==> config.mk <==
export PLATFORM = sky130hd
export DESIGN_NAME = aic_top
export DESIGN_NICKNAME = d
export VERILOG_FILES = /design/src/hw/aic_pkg.sv /design/src/hw/aic_sync.sv /design/src/hw/aic_top.sv
export SDC_FILE = /design/constraint.sdc
export NUM_CORES = 1
export LEC_CHECK = 0
export BUFFER_PORTS_ARGS = -buffer_cell sky130_fd_sc_hd__buf_2
export CELL_PAD_IN_SITES_DETAIL_PLACEMENT = 0
export CELL_PAD_IN_SITES_GLOBAL_PLACEMENT = 1
export CORE_AREA = 2 2 147 113
export DETAILED_ROUTE_END_ITERATION = 10
export DIE_AREA = 0 0 149 115
export MAX_ROUTING_LAYER = met4
export PLACE_DENSITY_LB_ADDON = 0.1
export SYNTH_ARGS = -nofsm -noshare
export SYNTH_HDL_FRONTEND = slang
export SYNTH_HIERARCHICAL = 1
export SYNTH_SLANG_ARGS = --single-unit
==> constraint.sdc <==
create_clock -name clk_sys_i -period 1.6 [get_ports clk_sys_i]
set_input_delay 0.08 -clock clk_sys_i [delete_from_list [all_inputs] [get_ports clk_sys_i]]
set_output_delay 0.08 -clock clk_sys_i [all_outputs]
set_load 0.005 [all_outputs]
==> src/hw/aic_pkg.sv <==
// aic_pkg: constants shared by the analog input control block.
// assumes one 100 MHz clock domain; all host and converter pins reach it through aic_sync.
`default_nettype none
package aic_pkg;

    // host bundle layout as seen through the synchroniser
    localparam int HB_W         = 16;
    localparam int HB_WR_N      = 0;
    localparam int HB_RD_N      = 1;
    localparam int HB_A0        = 2;
    localparam int HB_SEL_N     = 3;
    localparam int HB_DIR       = 4;
    localparam int HB_WD_LSB    = 5;
    localparam int HB_DATA_LSB  = 8;
    // strobes and select idle high
    localparam logic [HB_W-1:0] HB_RESET = 16'h000B;

    // converter bundle layout
    localparam int CB_W         = 14;
    localparam int CB_BUSY      = 0;
    localparam int CB_CE        = 1;
    localparam int CB_RES_LSB   = 2;
    localparam logic [CB_W-1:0] CB_RESET = 14'h0000;

    // word index decode
    localparam logic [2:0] IDX_CONTROL = 3'h0;
    localparam logic [2:0] IDX_STATUS  = 3'h0;
    localparam logic [2:0] IDX_RESULT  = 3'h1;

    // control register fields
    localparam int CTL_CHAN_LSB = 0;
    localparam int CTL_IRQ_EN   = 4;
    localparam int CTL_START    = 7;
    localparam logic [15:0] CONTROL_RESET = 16'h0000;

    // status register fields
    localparam int STS_IRQ_EN   = 4;
    localparam int STS_INT      = 6;
    localparam int STS_BUSY     = 7;

    // result width inside the 16-bit data word
    localparam int RES_W        = 12;
    localparam logic [7:0] IDLE_BYTE = 8'h00;

endpackage
`default_nettype wire

==> src/hw/aic_sync.sv <==
// aic_sync: three-stage synchroniser bank with agreement filter.
// assumes asynchronous inputs; output moves only when stages 2 and 3 agree.
`timescale 1ns/1ps
`default_nettype none
module aic_sync #(
    parameter int              W         = 8,
    parameter logic [W-1:0]    RESET_VAL = '0
) (
    input  wire logic          clk_sys_i,
    input  wire logic          reset_i,
    input  wire logic [W-1:0]  d_i,
    output logic      [W-1:0]  q_o
);

    logic [W-1:0] s1_r;
    logic [W-1:0] s2_r;
    logic [W-1:0] s3_r;

    // s1 feeds only s2
    always_ff @(posedge clk_sys_i)
    begin
        if (reset_i)
        begin
            s1_r <= RESET_VAL;
            s2_r <= RESET_VAL;
            s3_r <= RESET_VAL;
        end
        else
        begin
            s1_r <= d_i;
            s2_r <= s1_r;
            s3_r <= s2_r;
        end
    end

    // per bit: accept a level once two later stages agree
    always_ff @(posedge clk_sys_i)
    begin
        if (reset_i)
            q_o <= RESET_VAL;
        else
            q_o <= (s2_r & s3_r) | (q_o & (s2_r | s3_r));
    end

endmodule
`default_nettype wire

==> src/hw/aic_top.sv <==
// aic_top: byte-pair bridge plus analog input converter control.
// assumes host pins and converter pins are asynchronous to clk_sys_i;
// base address decode is done upstream, so every host strobe is ours.
`timescale 1ns/1ps
`default_nettype none
// Behaviour
// - even write latches low byte only
// - odd write puts whole word out
// - even read fetches word, holds high
// - odd read returns held high byte
// - control, status and result answer only when device select active
// - decode index and direction into strobes
// - control holds channel, enable, start; reset clears
// - status shows busy, interrupt, enable readback
// - result word, top four bits zero
// - result is raw unsigned 12-bit code
// - start line is inverted start AND enable
// - channel field drives multiplexer select
// - hold while busy, sample otherwise
// - busy fall sets interrupt state flag
// - interrupt low when flag and enable
// - request out high until conversion done
// - enable low holds off conversions
// - direction high reads, low writes
module aic_top (
    input  wire logic        clk_sys_i,
    input  wire logic        reset_i,
    input  wire logic [7:0]  buffered_byte_lines_i,
    output logic      [7:0]  buffered_byte_lines_o,
    output logic             buffered_byte_lines_oe_o,
    input  wire logic        byte_addr0_i,
    input  wire logic        host_rd_n_i,
    input  wire logic        host_wr_n_i,
    input  wire logic        analog_device_select_n_i,
    input  wire logic [2:0]  word_index_bits_i,
    input  wire logic        bus_read_direction_i,
    input  wire logic        adc_busy_i,
    input  wire logic [aic_pkg::RES_W-1:0] adc_result_i,
    input  wire logic        conv_enable_i,
    output logic             low_byte_write_strobe_o,
    output logic             high_byte_write_strobe_o,
    output logic             low_byte_read_strobe_o,
    output logic             high_byte_read_strobe_o,
    output logic             conv_control_write_o,
    output logic      [7:0]  word_bus_low_lines_o,
    output logic      [7:0]  word_bus_high_lines_o,
    output logic             converter_start_n_o,
    output logic      [1:0]  mux_select_o,
    output logic             sample_hold_o,
    output logic             done_irq_n_o,
    output logic             conversion_request_out_o
);
    import aic_pkg::*;

    ////////////////////////////////////////////////////////////////////
    // input synchronisation

    logic [HB_W-1:0] host_s;
    logic [CB_W-1:0] conv_s;

    // data rides with the strobes so both are aligned at the edge
    wire logic [HB_W-1:0] host_raw = {buffered_byte_lines_i,
                                      word_index_bits_i,
                                      bus_read_direction_i,
                                      analog_device_select_n_i,
                                      byte_addr0_i,
                                      host_rd_n_i,
                                      host_wr_n_i};
    wire logic [CB_W-1:0] conv_raw = {adc_result_i, conv_enable_i, adc_busy_i};

    aic_sync #(
        .W         (HB_W),
        .RESET_VAL (HB_RESET)
    ) u_host_sync (
        .clk_sys_i (clk_sys_i),
        .reset_i   (reset_i),
        .d_i       (host_raw),
        .q_o       (host_s)
    );

    aic_sync #(
        .W         (CB_W),
        .RESET_VAL (CB_RESET)
    ) u_conv_sync (
        .clk_sys_i (clk_sys_i),
        .reset_i   (reset_i),
        .d_i       (conv_raw),
        .q_o       (conv_s)
    );

    wire logic             wr_n    = host_s[HB_WR_N];
    wire logic             rd_n    = host_s[HB_RD_N];
    wire logic             a0      = host_s[HB_A0];
    wire logic             sel_n   = host_s[HB_SEL_N];
    wire logic             dir_rd  = host_s[HB_DIR];
    wire logic [2:0]       widx    = host_s[HB_WD_LSB +: 3];
    wire logic [7:0]       bdata   = host_s[HB_DATA_LSB +: 8];
    wire logic             busy    = conv_s[CB_BUSY];
    wire logic             cen     = conv_s[CB_CE];
    wire logic [RES_W-1:0] adc_res = conv_s[CB_RES_LSB +: RES_W];

    ////////////////////////////////////////////////////////////////////
    // strobe and busy edge detection

    logic wr_n_q_r;
    logic rd_n_q_r;
    logic busy_q_r;

    always_ff @(posedge clk_sys_i)
    begin
        if (reset_i)
        begin
            wr_n_q_r <= 1'b1;
            rd_n_q_r <= 1'b1;
            busy_q_r <= 1'b0;
        end
        else
        begin
            wr_n_q_r <= wr_n;
            rd_n_q_r <= rd_n;
            busy_q_r <= busy;
        end
    end

    wire logic wr_ev     = wr_n_q_r & ~wr_n;
    wire logic rd_ev     = rd_n_q_r & ~rd_n;
    wire logic busy_rise = ~busy_q_r & busy;
    wire logic busy_fall = busy_q_r & ~busy;

    ////////////////////////////////////////////////////////////////////
    // byte-pair bridge strobes

    wire logic lo_wr = wr_ev & ~a0;
    wire logic hi_wr = wr_ev & a0;
    wire logic lo_rd = rd_ev & ~a0;
    wire logic hi_rd = rd_ev & a0;

    ////////////////////////////////////////////////////////////////////
    // device decode

    // one decode shared by all three strobes
    function automatic logic hit(input logic       sel_n_f,
                                 input logic       dir_f,
                                 input logic       want_rd,
                                 input logic [2:0] idx_f,
                                 input logic [2:0] want_idx);
        hit = ~sel_n_f & (dir_f == want_rd) & (idx_f == want_idx);
    endfunction

    // direction high means a word bus read, low a write
    wire logic ctl_wr = hi_wr & hit(sel_n, dir_rd, 1'b0, widx, IDX_CONTROL);
    wire logic sts_rd = lo_rd & hit(sel_n, dir_rd, 1'b1, widx, IDX_STATUS);
    wire logic res_rd = lo_rd & hit(sel_n, dir_rd, 1'b1, widx, IDX_RESULT);

    ////////////////////////////////////////////////////////////////////
    // low byte holding latch

    logic [7:0] low_hold_r;

    // host keeps low-then-high order; a lone odd write reuses the last low byte
    always_ff @(posedge clk_sys_i)
    begin
        if (reset_i)
            low_hold_r <= IDLE_BYTE;
        else if (lo_wr)
            low_hold_r <= bdata;
    end

    ////////////////////////////////////////////////////////////////////
    // control register

    logic [15:0] control_r;
    logic [15:0] wr_word;

    assign wr_word = {bdata, low_hold_r};

    always_ff @(posedge clk_sys_i)
    begin
        if (reset_i)
            control_r <= CONTROL_RESET;
        else if (ctl_wr)
            control_r <= wr_word;
    end

    wire logic irq_en    = control_r[CTL_IRQ_EN];
    wire logic start_bit = control_r[CTL_START];

    ////////////////////////////////////////////////////////////////////
    // conversion tracking

    logic [RES_W-1:0] result_r;
    logic             int_state_r;
    logic             req_r;
    logic             busy_seen_r;

    // capture the code as busy falls; code passes unaltered
    always_ff @(posedge clk_sys_i)
    begin
        if (reset_i)
            result_r <= '0;
        else if (busy_fall)
            result_r <= adc_res;
    end

    // a result read clears the flag, but a same-cycle end of conversion wins
    always_ff @(posedge clk_sys_i)
    begin
        if (reset_i)
            int_state_r <= 1'b0;
        else if (busy_fall)
            int_state_r <= 1'b1;
        else if (res_rd)
            int_state_r <= 1'b0;
    end

    // request stays up across the hold-off and the whole busy period
    always_ff @(posedge clk_sys_i)
    begin
        if (reset_i)
            req_r <= 1'b0;
        else if (ctl_wr & wr_word[CTL_START])
            req_r <= 1'b1;
        else if (busy_fall & busy_seen_r)
            req_r <= 1'b0;
    end

    always_ff @(posedge clk_sys_i)
    begin
        if (reset_i)
            busy_seen_r <= 1'b0;
        else if (ctl_wr & wr_word[CTL_START])
            busy_seen_r <= 1'b0;
        else if (busy_rise & req_r)
            busy_seen_r <= 1'b1;
    end

    ////////////////////////////////////////////////////////////////////
    // converter side outputs

    // enable low keeps the start line high, so nothing converts
    always_ff @(posedge clk_sys_i)
    begin
        if (reset_i)
        begin
            converter_start_n_o      <= 1'b1;
            mux_select_o             <= 2'h0;
            sample_hold_o            <= 1'b0;
            done_irq_n_o             <= 1'b1;
            conversion_request_out_o <= 1'b0;
        end
        else
        begin
            converter_start_n_o      <= ~(start_bit & cen);
            mux_select_o             <= control_r[CTL_CHAN_LSB +: 2];
            sample_hold_o            <= busy;
            done_irq_n_o             <= ~(int_state_r & irq_en);
            conversion_request_out_o <= req_r;
        end
    end

    ////////////////////////////////////////////////////////////////////
    // word fetched from the device on an even read

    logic [15:0] status_word;
    logic [15:0] result_word;
    logic [15:0] rd_word;

    always_comb
    begin
        status_word             = 16'h0000;
        status_word[STS_BUSY]   = busy;
        status_word[STS_INT]    = int_state_r;
        status_word[STS_IRQ_EN] = irq_en;
    end

    // upper four bits are tied low
    assign result_word = {{(16-RES_W){1'b0}}, result_r};

    always_comb
    begin
        if (sts_rd)
            rd_word = status_word;
        else if (res_rd)
            rd_word = result_word;
        else
            rd_word = 16'h0000; // unselected device floats to zero
    end

    ////////////////////////////////////////////////////////////////////
    // high byte holding register and host read data

    logic [7:0] high_hold_r;

    always_ff @(posedge clk_sys_i)
    begin
        if (reset_i)
            high_hold_r <= IDLE_BYTE;
        else if (lo_rd)
            high_hold_r <= rd_word[15:8];
    end

    // odd read never touches the device, so flags are not disturbed
    always_ff @(posedge clk_sys_i)
    begin
        if (reset_i)
            buffered_byte_lines_o <= IDLE_BYTE;
        else if (lo_rd)
            buffered_byte_lines_o <= rd_word[7:0];
        else if (hi_rd)
            buffered_byte_lines_o <= high_hold_r;
    end

    // drive only for the span of the host read strobe
    always_ff @(posedge clk_sys_i)
    begin
        if (reset_i)
            buffered_byte_lines_oe_o <= 1'b0;
        else if (rd_ev)
            buffered_byte_lines_oe_o <= 1'b1;
        else if (rd_n)
            buffered_byte_lines_oe_o <= 1'b0;
    end

    ////////////////////////////////////////////////////////////////////
    // word bus view and strobe pulses

    always_ff @(posedge clk_sys_i)
    begin
        if (reset_i)
        begin
            word_bus_low_lines_o  <= IDLE_BYTE;
            word_bus_high_lines_o <= IDLE_BYTE;
        end
        else if (hi_wr)
        begin
            word_bus_low_lines_o  <= low_hold_r;
            word_bus_high_lines_o <= bdata;
        end
        else if (lo_rd)
        begin
            word_bus_low_lines_o  <= rd_word[7:0];
            word_bus_high_lines_o <= rd_word[15:8];
        end
    end

    always_ff @(posedge clk_sys_i)
    begin
        if (reset_i)
        begin
            low_byte_write_strobe_o  <= 1'b0;
            high_byte_write_strobe_o <= 1'b0;
            low_byte_read_strobe_o   <= 1'b0;
            high_byte_read_strobe_o  <= 1'b0;
            conv_control_write_o     <= 1'b0;
        end
        else
        begin
            low_byte_write_strobe_o  <= lo_wr;
            high_byte_write_strobe_o <= hi_wr;
            low_byte_read_strobe_o   <= lo_rd;
            high_byte_read_strobe_o  <= hi_rd;
            conv_control_write_o     <= ctl_wr;
        end
    end

endmodule
`default_nettype wire

# Word level (Yosys, flattened, before mapping)
# Cells that the tools add are included.
# W data, S select, Z words.
dict set report totals {
  reg_bits 197
  out_inout_bits 36
  wordCells 91
}
dict set report classes {
  n_eq_ne 1
  mux 14
  n_bitwise 38
  n_reduce_logical 7
}
# operator count
set op_table {}
lappend op_table {{$mux W8} 6}
lappend op_table {{$and A16 B16 Y16} 2}
lappend op_table {{$or A16 B16 Y16} 2}
lappend op_table {{$and A14 B14 Y14} 2}
lappend op_table {{$or A14 B14 Y14} 2}
lappend op_table {{$mux W12} 2}
lappend op_table {{$and A1 B1 Y1} 21}
lappend op_table {{$reduce_bool A2 Y1} 5}
lappend op_table {{$not A1 Y1} 9}
lappend op_table {{$mux W1} 6}
lappend op_table {{$eq A3 B1 Y1 const B} 1}
lappend op_table {{$logic_not A3 Y1} 1}
lappend op_table {{$reduce_or A2 Y1} 1}

# Logic depth before layout (Yosys ltp)
dict set report depth {
  ltp_word 8
  mapped_depth 5
}

# By module
# The synthesis kept the hierarchy.
# mod n_inst cells_each area_each_um2
set modules_own_cells {}
lappend modules_own_cells {aic_top 1 285 2702.6}
lappend modules_own_cells {{aic_sync (u_host_sync)} 1 167 1863.0}
lappend modules_own_cells {{aic_sync (u_conv_sync)} 1 146 1634.1}

# Worst setup path before layout
# No wires, ideal clock.
dict set report synth_timing {
  path_type {reg2reg}
  start {reg u_host_sync.q_o[2]}
  end {reg control_r[0]}
  setup_ns 0.121
  t_arrival_ns 1.293
  setup_slack_ns 0.186
  path_stages_with_launch 6
  path_cell_list {dfxtp_1 -> and3b_1 -> buf_6 -> and3_1 -> buf_6 -> mux2_4}
}
dict set report synth_via {
  elab_chain_len 2
}
# element line
set synth_lines {}
lappend synth_lines {{from (decl)} aic_sync.sv:12} ;# output logic [W-1:0] q_o
lappend synth_lines {{from (signal assigned)} aic_sync.sv:42} ;# q_o <= (s2_r & s3_r) | (q_o & (s2_r | s3_r));
lappend synth_lines {{$and A1 B1 Y1} aic_top.sv:134} ;# wire logic hi_wr = wr_ev & a0;
lappend synth_lines {{$and A1 B1 Y1} aic_top.sv:151} ;# wire logic ctl_wr = hi_wr & hit(sel_n, dir_rd, 1'b0, widx, IDX_CONTROL);
lappend synth_lines {{to (signal assigned)} aic_top.sv:182} ;# control_r <= wr_word;
lappend synth_lines {{to (decl)} aic_top.sv:172} ;# logic [15:0] control_r;
# No other way between the ends.
# A chain may end at the register's enable or synchronous reset.

# Worst setup path in the final report
dict set report layout_timing {
  start {reg u_host_sync.q_o[2]}
  end {reg word_bus_low_lines_o[0]}
}
dict set report layout_via {
  elab_chain_len 7
  elab_cells_between_ends 10
}
# element line
set layout_lines {}
lappend layout_lines {{$not A1 Y1} aic_top.sv:135} ;# wire logic lo_rd = rd_ev & ~a0;
lappend layout_lines {{$and A1 B1 Y1} aic_top.sv:135}
lappend layout_lines {{$and A1 B1 Y1} aic_top.sv:153} ;# wire logic res_rd = lo_rd & hit(sel_n, dir_rd, 1'b1, widx, IDX_RESULT);
lappend layout_lines {{$mux W12} aic_top.sv:283} ;# else if (res_rd)
lappend layout_lines {{$mux W12} aic_top.sv:281} ;# if (sts_rd)
lappend layout_lines {{$mux W8} aic_top.sv:339} ;# else if (lo_rd)
lappend layout_lines {{$mux W8} aic_top.sv:334} ;# else if (hi_wr)
lappend layout_lines {{to (signal assigned)} aic_top.sv:336} ;# word_bus_low_lines_o <= low_hold_r;
lappend layout_lines {{to (signal assigned)} aic_top.sv:341} ;# word_bus_low_lines_o <= rd_word[7:0];
lappend layout_lines {{to (decl)} aic_top.sv:45} ;# output logic [7:0] word_bus_low_lines_o,
# Several ways; a longest one is shown, not always the timed one. The select of a mux whose other input is x is not followed.

==> reports/metrics.yaml <==
status:
  outcome: "finished clean"
synth:
  synth-edff-count: 0
  synth.avg_cell_area_sq_um: 10.4
  synthFlopType: "dfxtp_1"
  synthCells: 598
  syn_nets: 630
  yosys-top-cells-count: "dfxtp_1 (189), nor2b_1 (90), nand2_1 (63)"
  ys_seq_area_share_pct: 61.0
  yosysUniqueCellTypes: 41
  yosys_warnings: 6
  netlist.area_leader.share_pct: 61.0
  async_reset_ff_share_pct: 0
  synth_seq_cells: 189
  yosys-top-cells-area: "dfxtp_1 (61%), nor2b_1 (9.1%), a21oi_1 (4.6%)"
  yosysMostFrequentCell: "dfxtp_1"
  syn-cell-area_sq_um: 6200
  yosysTopAreaCell: "dfxtp_1"
grt:
  gr-total-overflow: 0
  track_usage_pct: 15.5
  grt_pass1_wl_microns: 19700
  antenna_found_initial: 0
  grt_max_degree: 69
  grt_pass1_vias: 3935
worst_setup_path:
  cp.required_ns: 1.91
  r2r_cells: 5
  cp_max_fo: 14
  cp-end-kind: "flop"
  critical_path_arrival_ns: 1.80
  cp-start-kind: "flop"
  r2r_slack_ns: 0.11
  critical_path_class: "flop to flop"
route:
  drtIter0Drc: 233
  drtPass1Iterations: 4
  vias_per_cell: 4.64
  wire_per_inst_microns: 13.2
  drtAntennaViolNets: 0
  via_count: 4272
  drc: 0
  wl_microns: 12200
place:
  hpwl_microns: 8300
  place_congestion: 0.832
  place_ws_ns: 0.0904
  dp.cells: 859
  placed_area_sq_um: 6740
  numPortBuffers: 67
timing:
  slew_violations: 0
  max_slew.worst_pin.slew_ns: 0.526
  fmax_ghz: 0.673
  finalCritPeriodShare_pct: 92.9
  setup_slack_ns: 0.114
  worst_hold_slack_ns: 0.0647
  relSlewSlack_pct: 64.9
  rsz0062_at_grt: "no"
  period_minus_slack_ns: 1.49
  tns_ns: 0
  finalHoldViolations: 0
  setup_viol: 0
  finalClockSkew_ns: 0.00694
power:
  powerDensity_nw_per_um2: 1220
  finalPower_mw: 9.36
  ir_drop_mv: 0.665
  p_leak_nw: 2.93
clock_tree:
  clockBufferDepth: 2
  numCtsBuffers: 17
  clock_latency_ns: 0.42
  cts_setup_buffers: 0
  cts_tree: "built"
  clock_sinks: 189
  cts_max_level: 4
  clock_tree.root_cell: "clkbuf_16"
  clk_pin_slew_worst_paths_ns: 0.06
die:
  initial_core_util_pct: 39.5
  die_y_microns: 115
  die_x_microns: 149
  die_area_sq_um: 17100
  coreArea_sq_um: 15700
  ios: 68
  rows: 40
flow_run:
  cap_violations: 0
worst_hold_path:
  hold_path_depth: 2
  hold_class: "primary input to flop"
cells_and_area:
  fin_cells: 921
  nNetsFinal: 730
  synthToLayoutAreaGrowth_pct: 23.5
  postLayoutCellArea_sq_um: 7650
  diodes: 0
  fin_util_pct: 48.7
  drive_gt1_share_pct: 19.4
cells in the final DEF, fill, tap and decap left out, types with 5 or more instances in the layout:
master,count
a211oi_1,5
a21oi_1,57
a31oi_1,9
buf_2,66
buf_4,15
clkbuf_16,17
clkbuf_8,6
dfxtp_1,189
dlygate4sd3_1,30
mux2i_1,9
nand2_1,63
nand3_1,14
nor2_1,32
nor2b_1,90
nor3_1,9
nor4_2,6
o21ai_0,28
or2_1,9
critical path: stages (launching register included):
cell and delay (ns):
dfxtp_1 0.35, buf_4 0.20, nor3b_4 0.18, buf_4 0.23, nor3_1 0.08, a2111oi_2 0.34
logic make-up (layout without fill, tap and decap cells):
group	Yosys count	count (layout)	synth area share [%]
AND/OR/NAND/NOR	246	246	21.9
flip-flops	189	189	61.0
AO/OA/AOI/OAI	112	112	10.5
buffers and inverters	37	150	4.06
multiplexers	14	14	2.48
report_power, final:
group / switching, mW / internal (mW) / total (mW)
sequential: 0.0344 / 4.80 / 4.83
clock: 1.71 / 2.56 / 4.26
combinational: 0.113 / 0.149 / 0.262
total: 1.85 / 7.51 / 9.36
repair_timing:
| action | in CTS | in global routing |
|---|---|---|
| setup endpoints to repair | 0 | 4 |
| hold buffers | 30 | 0 |
| hold endpoints to repair | 30 | 0 |
| resized for setup | 0 | 1 |
flip-flops by register name (all words and copies together) (netlist names), 12 cells and up:
signal	cells
result_r	12
u_conv_sync/q_o	14
u_conv_sync/s1_r	14
u_conv_sync/s2_r	14
u_conv_sync/s3_r	14
u_host_sync/q_o	16
u_host_sync/s1_r	16
u_host_sync/s2_r	16
u_host_sync/s3_r	16
per-layer routing:
layer | routed length (microns) | GRT usage, % | share of wire [%]
met5 | 0 | - | 0
met4 | 137 | 5.71 | 1.1
met3 | 581 | 4.37 | 4.8
met2 | 5240 | 22.3 | 43
met1 | 6190 | 20.7 | 51
layout make-up:
type                       count  area [sq um]
timing repair buffer         115           815
tap                          210           263
sequential                   189          3780
fill                        1486          8060
clock buffer                  24           512
clock inverter                 8           104
multi-input combinational    372          2170
inverter                       3          11.3
final timing paths:
path | start | end
worst min register to register | u_host_sync/s1_r[3]$_SDFF_PP1_ | u_host_sync/s2_r[3]$_SDFF_PP1_
worst max-delay path | u_host_sync/q_o[2]$_SDFF_PP0_ | word_bus_low_lines_o[0]$_SDFFE_PP0P_
worst min-delay path | reset_i | u_host_sync/s1_r[2]$_SDFF_PP0_
worst max register to register | u_host_sync/q_o[2]$_SDFF_PP0_ | word_bus_low_lines_o[0]$_SDFFE_PP0P_
No activity file was read; power rests on OpenSTA's default activity.
